--- src/include/hbcfl_defs.vh ---
// Constants shared by the full-bridge control and fault logic.
`ifndef HBCFL_DEFS_VH
`define HBCFL_DEFS_VH
// Clock rate in MHz.
`define HBCFL_CLK_MHZ 200
// Crossover dead time in ns, and its count of clock cycles (least time, rounded up).
`define HBCFL_DEAD_NS 500
`define HBCFL_DEAD_CYC ((`HBCFL_DEAD_NS * `HBCFL_CLK_MHZ + 999) / 1000)
// Overcurrent retry period in us, and its count of clock cycles.
`define HBCFL_RETRY_US 1200
`define HBCFL_RETRY_CYC (`HBCFL_RETRY_US * `HBCFL_CLK_MHZ)
// Bridge leg drive encoding: {high-side on, low-side on}.
`define HBCFL_LEG_OFF 2'h0
`define HBCFL_LEG_LOW 2'h1
`define HBCFL_LEG_HIGH 2'h2
// APB register byte offsets.
`define HBCFL_REG_CTRL 8'h00
`define HBCFL_REG_STAT 8'h04
`define HBCFL_REG_RETRY 8'h08
// Control register field positions and reset value.
`define HBCFL_CTRL_EN_BIT 0
`define HBCFL_CTRL_DIR_BIT 1
`define HBCFL_CTRL_DECAY_BIT 2
`define HBCFL_CTRL_SIDE_BIT 3
`define HBCFL_CTRL_WAKE_BIT 4
`define HBCFL_CTRL_SRC_BIT 5
`define HBCFL_CTRL_RESET 32'h00000000
`endif

--- src/logic/hbcfl_top.v ---
// Control, protection and flag logic of a single full-bridge motor driver.
// Overview of operation
// - Standby low forces both outputs high impedance.
// - Decay select high is slow, low fast.
// - Side select picks high or low recirculation.
// - Enable high drives per direction select.
// - Enable low, slow, low side: brake.
// - Brake holds while enable stays low.
// - Fast decay switches opposite drivers on.
// - Fast decay floats outputs near zero current.
// - Dead time between leg driver changes.
// - Flag low on fault, undervoltage, warning.
// - Flag meaningless during standby.
// - Undervoltage flag holds until release level.
// - Flag never alters bridge behaviour itself.
// - Thermal warning flags, bridge keeps running.
// - Thermal cutoff disables until hysteresis cleared.
// - Short turns off bridge, flags, starts timer.
// - Timer expiry releases flag, retries turn-on.
// - No short after retry resumes normally.
// - Shunt trip forces recirculation.
// - Lockout and low pump rail disable outputs.
`include "hbcfl_defs.vh"
module hbcfl_top #(
   parameter RETRY_CYCLES = `HBCFL_RETRY_CYC,
   parameter DEAD_CYCLES = `HBCFL_DEAD_CYC
) (
   input wire SYS_CLK_IN,
   input wire RST_IN,
   input wire STANDBY_REQUEST_N_IN,
   input wire ENABLE_IN,
   input wire DIRECTION_SELECT_IN,
   input wire DECAY_SELECT_IN,
   input wire RECIRC_SIDE_SELECT_IN,
   input wire SHORT_DETECT_IN,
   input wire SHUNT_TRIP_IN,
   input wire CURRENT_NEAR_ZERO_IN,
   input wire SUPPLY_LOCKOUT_IN,
   input wire SUPPLY_BELOW_RELEASE_IN,
   input wire PUMP_RAIL_LOW_IN,
   input wire THERMAL_WARN_IN,
   input wire THERMAL_CUTOFF_IN,
   input wire PSEL_IN,
   input wire PENABLE_IN,
   input wire PWRITE_IN,
   input wire [7:0] PADDR_IN,
   input wire [31:0] PWDATA_IN,
   output wire PREADY_OUT,
   output reg [31:0] PRDATA_OUT,
   output wire PSLVERR_OUT,
   output wire POS_HIGH_ON_OUT,
   output wire POS_LOW_ON_OUT,
   output wire NEG_HIGH_ON_OUT,
   output wire NEG_LOW_ON_OUT,
   output wire RAILS_ENABLE_OUT,
   output wire PROBLEM_FLAG_N_OUT,
   output wire PROBLEM_FLAG_OE_OUT
);
   // Overcurrent sequencer states: normal running, timed shutdown, single retry cycle.
   localparam ST_RUN = 2'h0;
   localparam ST_FAULT = 2'h1;
   localparam ST_RETRY = 2'h2;
   localparam CW = 24;
   localparam DW = 8;
   // Terminal counts are worked out at full integer width and then cut to the counter widths.
   // A retry period beyond the 24-bit counter, or a dead time of more than 256 cycles, would wrap.
   localparam [31:0] RETRY_LAST_W = RETRY_CYCLES - 1;
   localparam [31:0] DEAD_LAST_W = DEAD_CYCLES - 1;
   localparam [CW-1:0] RETRY_LAST = RETRY_LAST_W[CW-1:0];
   localparam [DW-1:0] DEAD_LAST = DEAD_LAST_W[DW-1:0];

   reg [31:0] ctrl_r;
   reg [1:0] state_r;
   reg [1:0] state_nxt;
   reg [CW-1:0] retry_cnt_r;
   reg [CW-1:0] retry_cnt_nxt;
   reg [15:0] retry_count_r;
   reg uv_hold_r;
   reg [1:0] want_pos;
   reg [1:0] want_neg;
   reg [1:0] pos_r;
   reg [1:0] neg_r;
   reg [DW-1:0] pos_dead_r;
   reg [DW-1:0] neg_dead_r;
   reg [1:0] pos_last_r;
   reg [1:0] neg_last_r;
   wire awake;
   wire en;
   wire dir;
   wire decay;
   wire side;
   wire bridge_off;
   wire flag_low;
   wire apb_wr;
   wire apb_rd;
   wire shut_event;

   // Command inputs come from pins or, when selected, from the control register.
   // The select is a plain mux, so a source change takes effect at once; software should
   // load the register commands before it flips the source bit.
   assign en = ctrl_r[`HBCFL_CTRL_SRC_BIT] ? ctrl_r[`HBCFL_CTRL_EN_BIT] : ENABLE_IN;
   assign dir = ctrl_r[`HBCFL_CTRL_SRC_BIT] ? ctrl_r[`HBCFL_CTRL_DIR_BIT] : DIRECTION_SELECT_IN;
   assign decay = ctrl_r[`HBCFL_CTRL_SRC_BIT] ? ctrl_r[`HBCFL_CTRL_DECAY_BIT] : DECAY_SELECT_IN;
   assign side = ctrl_r[`HBCFL_CTRL_SRC_BIT] ? ctrl_r[`HBCFL_CTRL_SIDE_BIT] : RECIRC_SIDE_SELECT_IN;
   // Software may hold the part in standby too; the pin always wins when low.
   assign awake = STANDBY_REQUEST_N_IN & ~(ctrl_r[`HBCFL_CTRL_SRC_BIT] & ~ctrl_r[`HBCFL_CTRL_WAKE_BIT]);
   assign RAILS_ENABLE_OUT = awake;

   // Every condition that takes the drivers off; the flag is deliberately absent here.
   assign bridge_off = ~awake | SUPPLY_LOCKOUT_IN | PUMP_RAIL_LOW_IN | THERMAL_CUTOFF_IN
      | (state_r == ST_FAULT);

   // APB slave: zero wait states, unmapped addresses read zero and report an error.
   // The slave never stretches a transfer, since every register answers from flops.
   // Writes to the status register are dropped without an error, as it is simply read-only.
   assign apb_wr = PSEL_IN & PENABLE_IN & PWRITE_IN;
   assign apb_rd = PSEL_IN & ~PENABLE_IN & ~PWRITE_IN;
   assign PREADY_OUT = 1'b1;
   assign PSLVERR_OUT = PSEL_IN & PENABLE_IN & (PADDR_IN != `HBCFL_REG_CTRL)
      & (PADDR_IN != `HBCFL_REG_STAT) & (PADDR_IN != `HBCFL_REG_RETRY);

   // Only the six defined control bits are stored; the rest read back as zero.
   always @(posedge SYS_CLK_IN)
   begin
      if (RST_IN)
         ctrl_r <= `HBCFL_CTRL_RESET;
      else if (apb_wr && PADDR_IN == `HBCFL_REG_CTRL)
         ctrl_r <= {26'h0000000, PWDATA_IN[5:0]};
   end

   // Read data is registered in the setup cycle so it stands during the access phase.
   always @(posedge SYS_CLK_IN)
   begin
      if (RST_IN)
         PRDATA_OUT <= 32'h00000000;
      else if (apb_rd)
      begin
         case (PADDR_IN)
            `HBCFL_REG_CTRL: PRDATA_OUT <= ctrl_r;
            `HBCFL_REG_STAT: PRDATA_OUT <= {20'h00000, pos_r, neg_r, ~flag_low, uv_hold_r,
               THERMAL_CUTOFF_IN, THERMAL_WARN_IN, state_r, awake, 1'b0};
            `HBCFL_REG_RETRY: PRDATA_OUT <= {16'h0000, retry_count_r};
            default: PRDATA_OUT <= 32'h00000000;
         endcase
      end
   end

   // Overcurrent sequencer: a short stops the bridge for the retry period, then retries.
   // The counter runs only in the fault state; in the retry cycle the bridge drives again
   // and the short detector alone decides whether the shutdown repeats.
   always @*
   begin
      state_nxt = state_r;
      retry_cnt_nxt = retry_cnt_r;
      case (state_r)
         ST_RUN:
         begin
            if (SHORT_DETECT_IN)
            begin
               state_nxt = ST_FAULT;
               retry_cnt_nxt = {CW{1'b0}};
            end
         end
         ST_FAULT:
         begin
            if (retry_cnt_r == RETRY_LAST)
               state_nxt = ST_RETRY;
            else
               retry_cnt_nxt = retry_cnt_r + 1'b1;
         end
         ST_RETRY:
         begin
            // One cycle of renewed drive decides whether the short is still there.
            if (SHORT_DETECT_IN)
            begin
               state_nxt = ST_FAULT;
               retry_cnt_nxt = {CW{1'b0}};
            end
            else
               state_nxt = ST_RUN;
         end
         default: state_nxt = ST_RUN;
      endcase
   end

   // Sleep and reset both clear the timer, so a wake never inherits a stale fault.
   always @(posedge SYS_CLK_IN)
   begin
      if (RST_IN || !awake)
      begin
         state_r <= ST_RUN;
         retry_cnt_r <= {CW{1'b0}};
      end
      else
      begin
         state_r <= state_nxt;
         retry_cnt_r <= retry_cnt_nxt;
      end
   end

   // A shutdown starts whenever the sequencer enters the fault state while awake.
   assign shut_event = (state_r != ST_FAULT) & (state_nxt == ST_FAULT) & awake;

   // Count of shutdowns for software; it saturates rather than wraps.
   // A shutdown in the same cycle as a clearing write is kept, so no event is lost.
   always @(posedge SYS_CLK_IN)
   begin
      if (RST_IN)
         retry_count_r <= 16'h0000;
      else if (apb_wr && PADDR_IN == `HBCFL_REG_RETRY)
      begin
         if (shut_event)
            retry_count_r <= 16'h0001;
         else
            retry_count_r <= 16'h0000;
      end
      else if (shut_event && retry_count_r != 16'hFFFF)
         retry_count_r <= retry_count_r + 16'h0001;
   end

   // An undervoltage latches the flag until the supply passes the release level.
   // A new lockout in the same cycle as the release wins, so the flag never drops early.
   always @(posedge SYS_CLK_IN)
   begin
      if (RST_IN)
         uv_hold_r <= 1'b1;
      else if (SUPPLY_LOCKOUT_IN || PUMP_RAIL_LOW_IN)
         uv_hold_r <= 1'b1;
      else if (!SUPPLY_BELOW_RELEASE_IN)
         uv_hold_r <= 1'b0;
   end

   // Open-drain flag: enable high pulls the pin low. Sleep state is undefined to the host.
   // The pin is only ever pulled low or released, so several parts may share one pull-up.
   assign flag_low = (state_r == ST_FAULT) | uv_hold_r | SUPPLY_LOCKOUT_IN
      | THERMAL_WARN_IN | THERMAL_CUTOFF_IN;
   assign PROBLEM_FLAG_N_OUT = 1'b0;
   assign PROBLEM_FLAG_OE_OUT = flag_low;

   // Requested leg states from the command decode.
   // Priority runs from protection to drive to recirculation, so no command overrides a fault.
   // The shunt trip only drops the drive term, which leaves the winding in whichever
   // recirculation the decay inputs select.
   always @*
   begin
      want_pos = `HBCFL_LEG_OFF;
      want_neg = `HBCFL_LEG_OFF;
      if (bridge_off)
      begin
         want_pos = `HBCFL_LEG_OFF;
         want_neg = `HBCFL_LEG_OFF;
      end
      else if (en && !SHUNT_TRIP_IN)
      begin
         want_pos = dir ? `HBCFL_LEG_HIGH : `HBCFL_LEG_LOW;
         want_neg = dir ? `HBCFL_LEG_LOW : `HBCFL_LEG_HIGH;
      end
      else if (decay)
      begin
         // Slow decay holds as long as enable stays low, shorting the motor.
         want_pos = side ? `HBCFL_LEG_HIGH : `HBCFL_LEG_LOW;
         want_neg = side ? `HBCFL_LEG_HIGH : `HBCFL_LEG_LOW;
      end
      else if (!CURRENT_NEAR_ZERO_IN)
      begin
         want_pos = dir ? `HBCFL_LEG_LOW : `HBCFL_LEG_HIGH;
         want_neg = dir ? `HBCFL_LEG_HIGH : `HBCFL_LEG_LOW;
      end
      // Near zero current in fast decay both legs float, so the current cannot reverse.
   end

   // Each leg remembers the driver it last had on. Returning to that same driver after a
   // float needs no guard, since the opposite switch was never on in between; only a
   // change of side pays the dead time, which keeps the restart after a shutdown or short retry free of extra delay.

   // Positive leg: going off is immediate, a change to the other driver waits out the dead time.
   always @(posedge SYS_CLK_IN)
   begin
      if (RST_IN)
      begin
         pos_r <= `HBCFL_LEG_OFF;
         pos_last_r <= `HBCFL_LEG_OFF;
         pos_dead_r <= {DW{1'b0}};
      end
      else if (want_pos == `HBCFL_LEG_OFF || want_pos == pos_r)
      begin
         pos_r <= want_pos;
         if (pos_r != `HBCFL_LEG_OFF)
            pos_last_r <= pos_r;
         pos_dead_r <= {DW{1'b0}};
      end
      else if (pos_r != `HBCFL_LEG_OFF)
      begin
         pos_last_r <= pos_r;
         pos_r <= `HBCFL_LEG_OFF;
         pos_dead_r <= {DW{1'b0}};
      end
      else if (want_pos == pos_last_r || pos_dead_r == DEAD_LAST)
      begin
         pos_r <= want_pos;
         pos_last_r <= want_pos;
      end
      else
         pos_dead_r <= pos_dead_r + 1'b1;
   end

   // Negative leg: same crossover guard as the positive leg.
   always @(posedge SYS_CLK_IN)
   begin
      if (RST_IN)
      begin
         neg_r <= `HBCFL_LEG_OFF;
         neg_last_r <= `HBCFL_LEG_OFF;
         neg_dead_r <= {DW{1'b0}};
      end
      else if (want_neg == `HBCFL_LEG_OFF || want_neg == neg_r)
      begin
         neg_r <= want_neg;
         if (neg_r != `HBCFL_LEG_OFF)
            neg_last_r <= neg_r;
         neg_dead_r <= {DW{1'b0}};
      end
      else if (neg_r != `HBCFL_LEG_OFF)
      begin
         neg_last_r <= neg_r;
         neg_r <= `HBCFL_LEG_OFF;
         neg_dead_r <= {DW{1'b0}};
      end
      else if (want_neg == neg_last_r || neg_dead_r == DEAD_LAST)
      begin
         neg_r <= want_neg;
         neg_last_r <= want_neg;
      end
      else
         neg_dead_r <= neg_dead_r + 1'b1;
   end

   // Gate drives straight from the leg flops; both off means high impedance.
   // Being plain flop outputs, they carry no decode glitch to the bridge.
   // A leg code with both bits set is never produced, and the checker watches for it.
   assign POS_HIGH_ON_OUT = pos_r[1];
   assign POS_LOW_ON_OUT = pos_r[0];
   assign NEG_HIGH_ON_OUT = neg_r[1];
   assign NEG_LOW_ON_OUT = neg_r[0];
endmodule

--- config.mk ---
export PLATFORM = sky130hd
export DESIGN_NAME = hbcfl_top
export DESIGN_NICKNAME = d
export VERILOG_FILES = /design/src/logic/hbcfl_top.v
export VERILOG_INCLUDE_DIRS = /design/src /design/src/include
export SDC_FILE = /design/constraint.sdc
export NUM_CORES = 1
export LEC_CHECK = 0
export ABC_CLOCK_PERIOD_IN_PS = 3100
export BUFFER_PORTS_ARGS = -buffer_cell sky130_fd_sc_hd__buf_4
export CORE_AREA = 3 3 95 97
export CTS_CLUSTER_DIAMETER = 150
export DETAILED_ROUTE_END_ITERATION = 10
export DIE_AREA = 0 0 98 100
export PLACE_DENSITY = 0.8
export SYNTH_ARGS = -nofsm -noshare
export SYNTH_HDL_FRONTEND = slang
export SYNTH_SLANG_ARGS = --single-unit
--- constraint.sdc ---
create_clock -name SYS_CLK_IN -period 3.1 [get_ports SYS_CLK_IN]
set_input_delay 0.31 -clock SYS_CLK_IN [delete_from_list [all_inputs] [get_ports SYS_CLK_IN]]
set_output_delay 0.31 -clock SYS_CLK_IN [all_outputs]
set_load 0.05 [all_outputs]
==> summary.md <==
| Metric | Value |
|---|---|
| Outcome | finished, final reports clean |
| Die area | 9800 µm² |
| Core area | 8217 µm² |
| Initial antenna violation count | 0 |
| Clk_skew | 0.009771 ns |
| HPWL after detailed placement | 7524 µm |
| Final hold slack | 0.1362 ns |
| Switching share of total power | 0.2597 |
| TNS Setup | 0 ns |
| Vias | 4046 |
| Crit-path slowest cell | or4b_1 |
| ANT cells | 0 |
| Drt initial violations | 170 |
| Synth warn | 0 |
| Pin count of the biggest net entering global routing | 36 |
| Max Slew Vio Count | 0 |
| Routed WL | 10240 µm |
| Req. time, crit path | 3.39 ns |
| I/O Pins | 99 |
| WL per Instance | 14.55 µm |
| # hold bufs at CTS | 0 |
| Row cnt | 33 |
| PwrDens | 436.5 nW/µm² |
| CTS tree | done |
| Gpl congestion | 0.8318 |
| Post-CTS setup buffer count | 0 |
| Final setup fails | 0 |
| DR pass1 iterations | 4 |
| Max VDD drop | 0.2794 mV |
| Kind of critical path | flop to flop |
| Fin nets | 656 |
| Post-synth EDFFs | 0 |
| Share of total power in the clock network | 0.404 |
| Fin cells | 704 |
| Slew HR | 0.4280 |
| Die Y | 100 µm |
| Internal power | 0.001664 W |
| Post-synthesis sequential area ratio | 0.3921 |
| HP Class | input port to flop |
| Worst slew pin tran | 0.8580 ns |
| Vias in the first global route | 3589 |
| Fill cells | 708 |
| Reg power frac | 0.512 |
| PortBufs | 54 |
| Psw | 0.0005837 W |
| Vias/cell | 5.747 |
| CTS buffer count | 9 |
| Clock sink total | 89 |
| Clk Latency, worst-skew pair | 0.38 ns |
| Main flop type after synthesis | dfxtp_1 |
| Mapped Cells | 552 |
| Logic gate share of total power | 0.084 |
| Clk buf depth | 2 |
| Layout cell share with drive strength beyond 1 | 0.1469 |
| Clock Tree Root | clkbuf_8 |
| Post-synthesis area per instance | 8.233 µm² |
| P_leak | 1.818 nW |
| Max incr delay on CP | 0.70 ns |
| Die width | 98 µm |
| DRT antenna net count | 0 |
| Unrepaired setup endpoints after global routing | no |
| MaxCap Viol Count | 0 |
| Time the worst path needs with I/O delays and setup | 2.862 ns |
| Synthesized area | 4544 µm² |
| Arrival @ worst endpoint | 3.15 ns |
| Worst Setup Start Kind | flop |
| Initial core utilization | 0.5531 |
| First-pass GRT wire length | 16440 µm |
| GRT Overall Usage | 0.2055 |
| Worst-path clk slew | 0.09 ns |
| DRC | 0 |
| Tcrit/Tclk final | 0.9232 |
| Worst path cell trace | mux2i_1, o211ai_1, or4_1, and3_1, or4b_1, nand2_8, nand2_4, a311oi_2 |
| Worst-path maximum fanout | 8 |
| Htree depth | 3 |
| Post-Place Cells | 688 |
| Post-synth ARST share | 0 |
| Synth cell types | 61 |
| Hold Vio Cnt, Final | 0 |
| Grt ovf | 0 |
| Area growth from synthesis to layout | 13.33% |
| Fmax | 349.4 MHz |
| Worst setup EP type | flop |
| Post-synthesis register bit count | 89 |
-- cell usage in the layout, fill, tap and decap left out, drive strengths merged, types with 5 or more instances in the layout --
master	synthesis	layout
conb	2	18
or4	5	5
a21oi	35	35
and2	5	5
xnor2	14	14
a22oi	15	15
inv	11	14
xor2	21	21
nand2	34	34
or3	20	20
nand4	17	17
o21ai	26	26
nand3	26	26
nor3	15	15
and3	7	7
buf	21	57
nand2b	7	7
mux2i	16	16
dfxtp	89	89
nor2	84	84
clkbuf	21	9
nor4	7	7
-- kinds of logic (layout without fill, tap and decap cells) --
group	Yosys count	count (layout)	share of synthesized area
AOI/OAI and AO/OA	97	97	0.1327
xor gates and xnor gates	35	35	0.06746
adders and majority gates	4	4	0.01101
buffers and inverters	53	84	0.06222
DFF	89	89	0.3921
muxes	17	17	0.03772
other	2	18	0.001653
and+or+nand+nor	255	255	0.2952
-- power by group through the flow --
stage / Combinational, W / Sequential [W] / Clock, W
floorplan: 0.000148 / 0.00118 / 0
global placement: 0.000183 / 0.00118 / 0
detailed placement: 0.000186 / 0.00118 / 0
CTS: 0.000187 / 0.00115 / 0.000922
global route: 0.000202 / 0.00115 / 0.000965
finish: 0.000189 / 0.00115 / 0.000908
-- flip-flops by register name (all words and copies together) (netlist names) --
| register | flops |
|---|---|
| ctrl_r | 6 |
| neg_last_r | 2 |
| pos_r | 2 |
| retry_count_r | 16 |
| state_r | 2 |
| uv_hold_r | 1 |
| PRDATA_OUT | 16 |
| neg_dead_r | 8 |
| pos_dead_r | 8 |
| retry_cnt_r | 24 |
| pos_last_r | 2 |
| neg_r | 2 |
-- layer usage --
layer  up-vias  GRT usage  wire [µm]
met5         -          0          0
met2       106     0.3361       4866
li1       2005          -          -
met4         0    0.06922        182
met1      1921     0.2667       4676
met3        14    0.05073        519
-- critical path: cells and delay by family, from the launching register on --
family / cells / cell delay [ns]
AND/OR/NAND/NOR: 5 / 1.61
flip-flops: 1 / 0.47
AO/OA/AOI/OAI: 2 / 0.40
multiplexers: 1 / 0.29
-- stage by stage --
step                instance area [µm²]    util  setup WS, ns  total power (W)
CTS                                5146  0.6263        0.2267         0.002261
global route                       5150  0.6268       0.05313         0.002319
global placement                   4922  0.5991        0.3712         0.001360
detailed placement                 4922  0.5991        0.2898         0.001364
finish                             5150  0.6268        0.2382         0.002248
floorplan                          4604       -        0.6063         0.001326
-- what timing repair did --
item,in CTS,in global routing
resized for setup,0,1
endpoints found under the setup margin,0,5
hold endpoints to repair,0,0
-- synthesized netlist by cell type (3+ instances only) --
library cell | number | area share
or2_2 | 3 | 0.0041
nand3b_1 | 3 | 0.0050
inv_1 | 11 | 0.0091
nand2_1 | 32 | 0.026
nor4_1 | 6 | 0.0083
o211ai_1 | 3 | 0.0050
or3_1 | 20 | 0.028
nor2b_1 | 4 | 0.0055
and2_1 | 4 | 0.0055
nand3_1 | 26 | 0.029
o21ai_0 | 25 | 0.028
a21oi_1 | 35 | 0.039
and4_1 | 4 | 0.0077
nor4b_1 | 3 | 0.0058
nand2b_1 | 7 | 0.0096
nor3_1 | 15 | 0.017
and3_1 | 7 | 0.0096
buf_4 | 18 | 0.030
a211oi_1 | 3 | 0.0050
a22oi_1 | 15 | 0.025
xor2_1 | 21 | 0.040
nor2_1 | 84 | 0.069
ha_1 | 4 | 0.011
xnor2_1 | 14 | 0.027
or4_1 | 5 | 0.0083
nand4_1 | 17 | 0.023
dfxtp_1 | 89 | 0.39
mux2i_1 | 16 | 0.035
clkbuf_1 | 21 | 0.017
-- area by class of cell --
class | instances | area [µm²] | area share
Tap cell | 105 | 131.4 | 0.02551
Sequential cell | 89 | 1782 | 0.3460
Inverter | 11 | 41.29 | 0.008017
Clock buffer | 9 | 123.9 | 0.02405
Timing Repair Buffer | 57 | 427.9 | 0.08309
Clock inverter | 7 | 100.1 | 0.01944
Multi-Input combinational cell | 426 | 2544 | 0.4939
-- path summary, 6_finish.rpt --
kind / startpoint / depth (start not counted) / slack [ns] / end
setup / recovery: ctrl_r[5] / 8 / 0.24 / pos_r[1]
hold / removal: SUPPLY_BELOW_RELEASE_IN / 2 / 0.14 / uv_hold_r
setup reg to reg: ctrl_r[5] / 8 / 0.24 / pos_r[1]
hold reg to reg: pos_dead_r[7] / 2 / 0.48 / pos_dead_r[7]
Power figures use the tool's default switching activity.
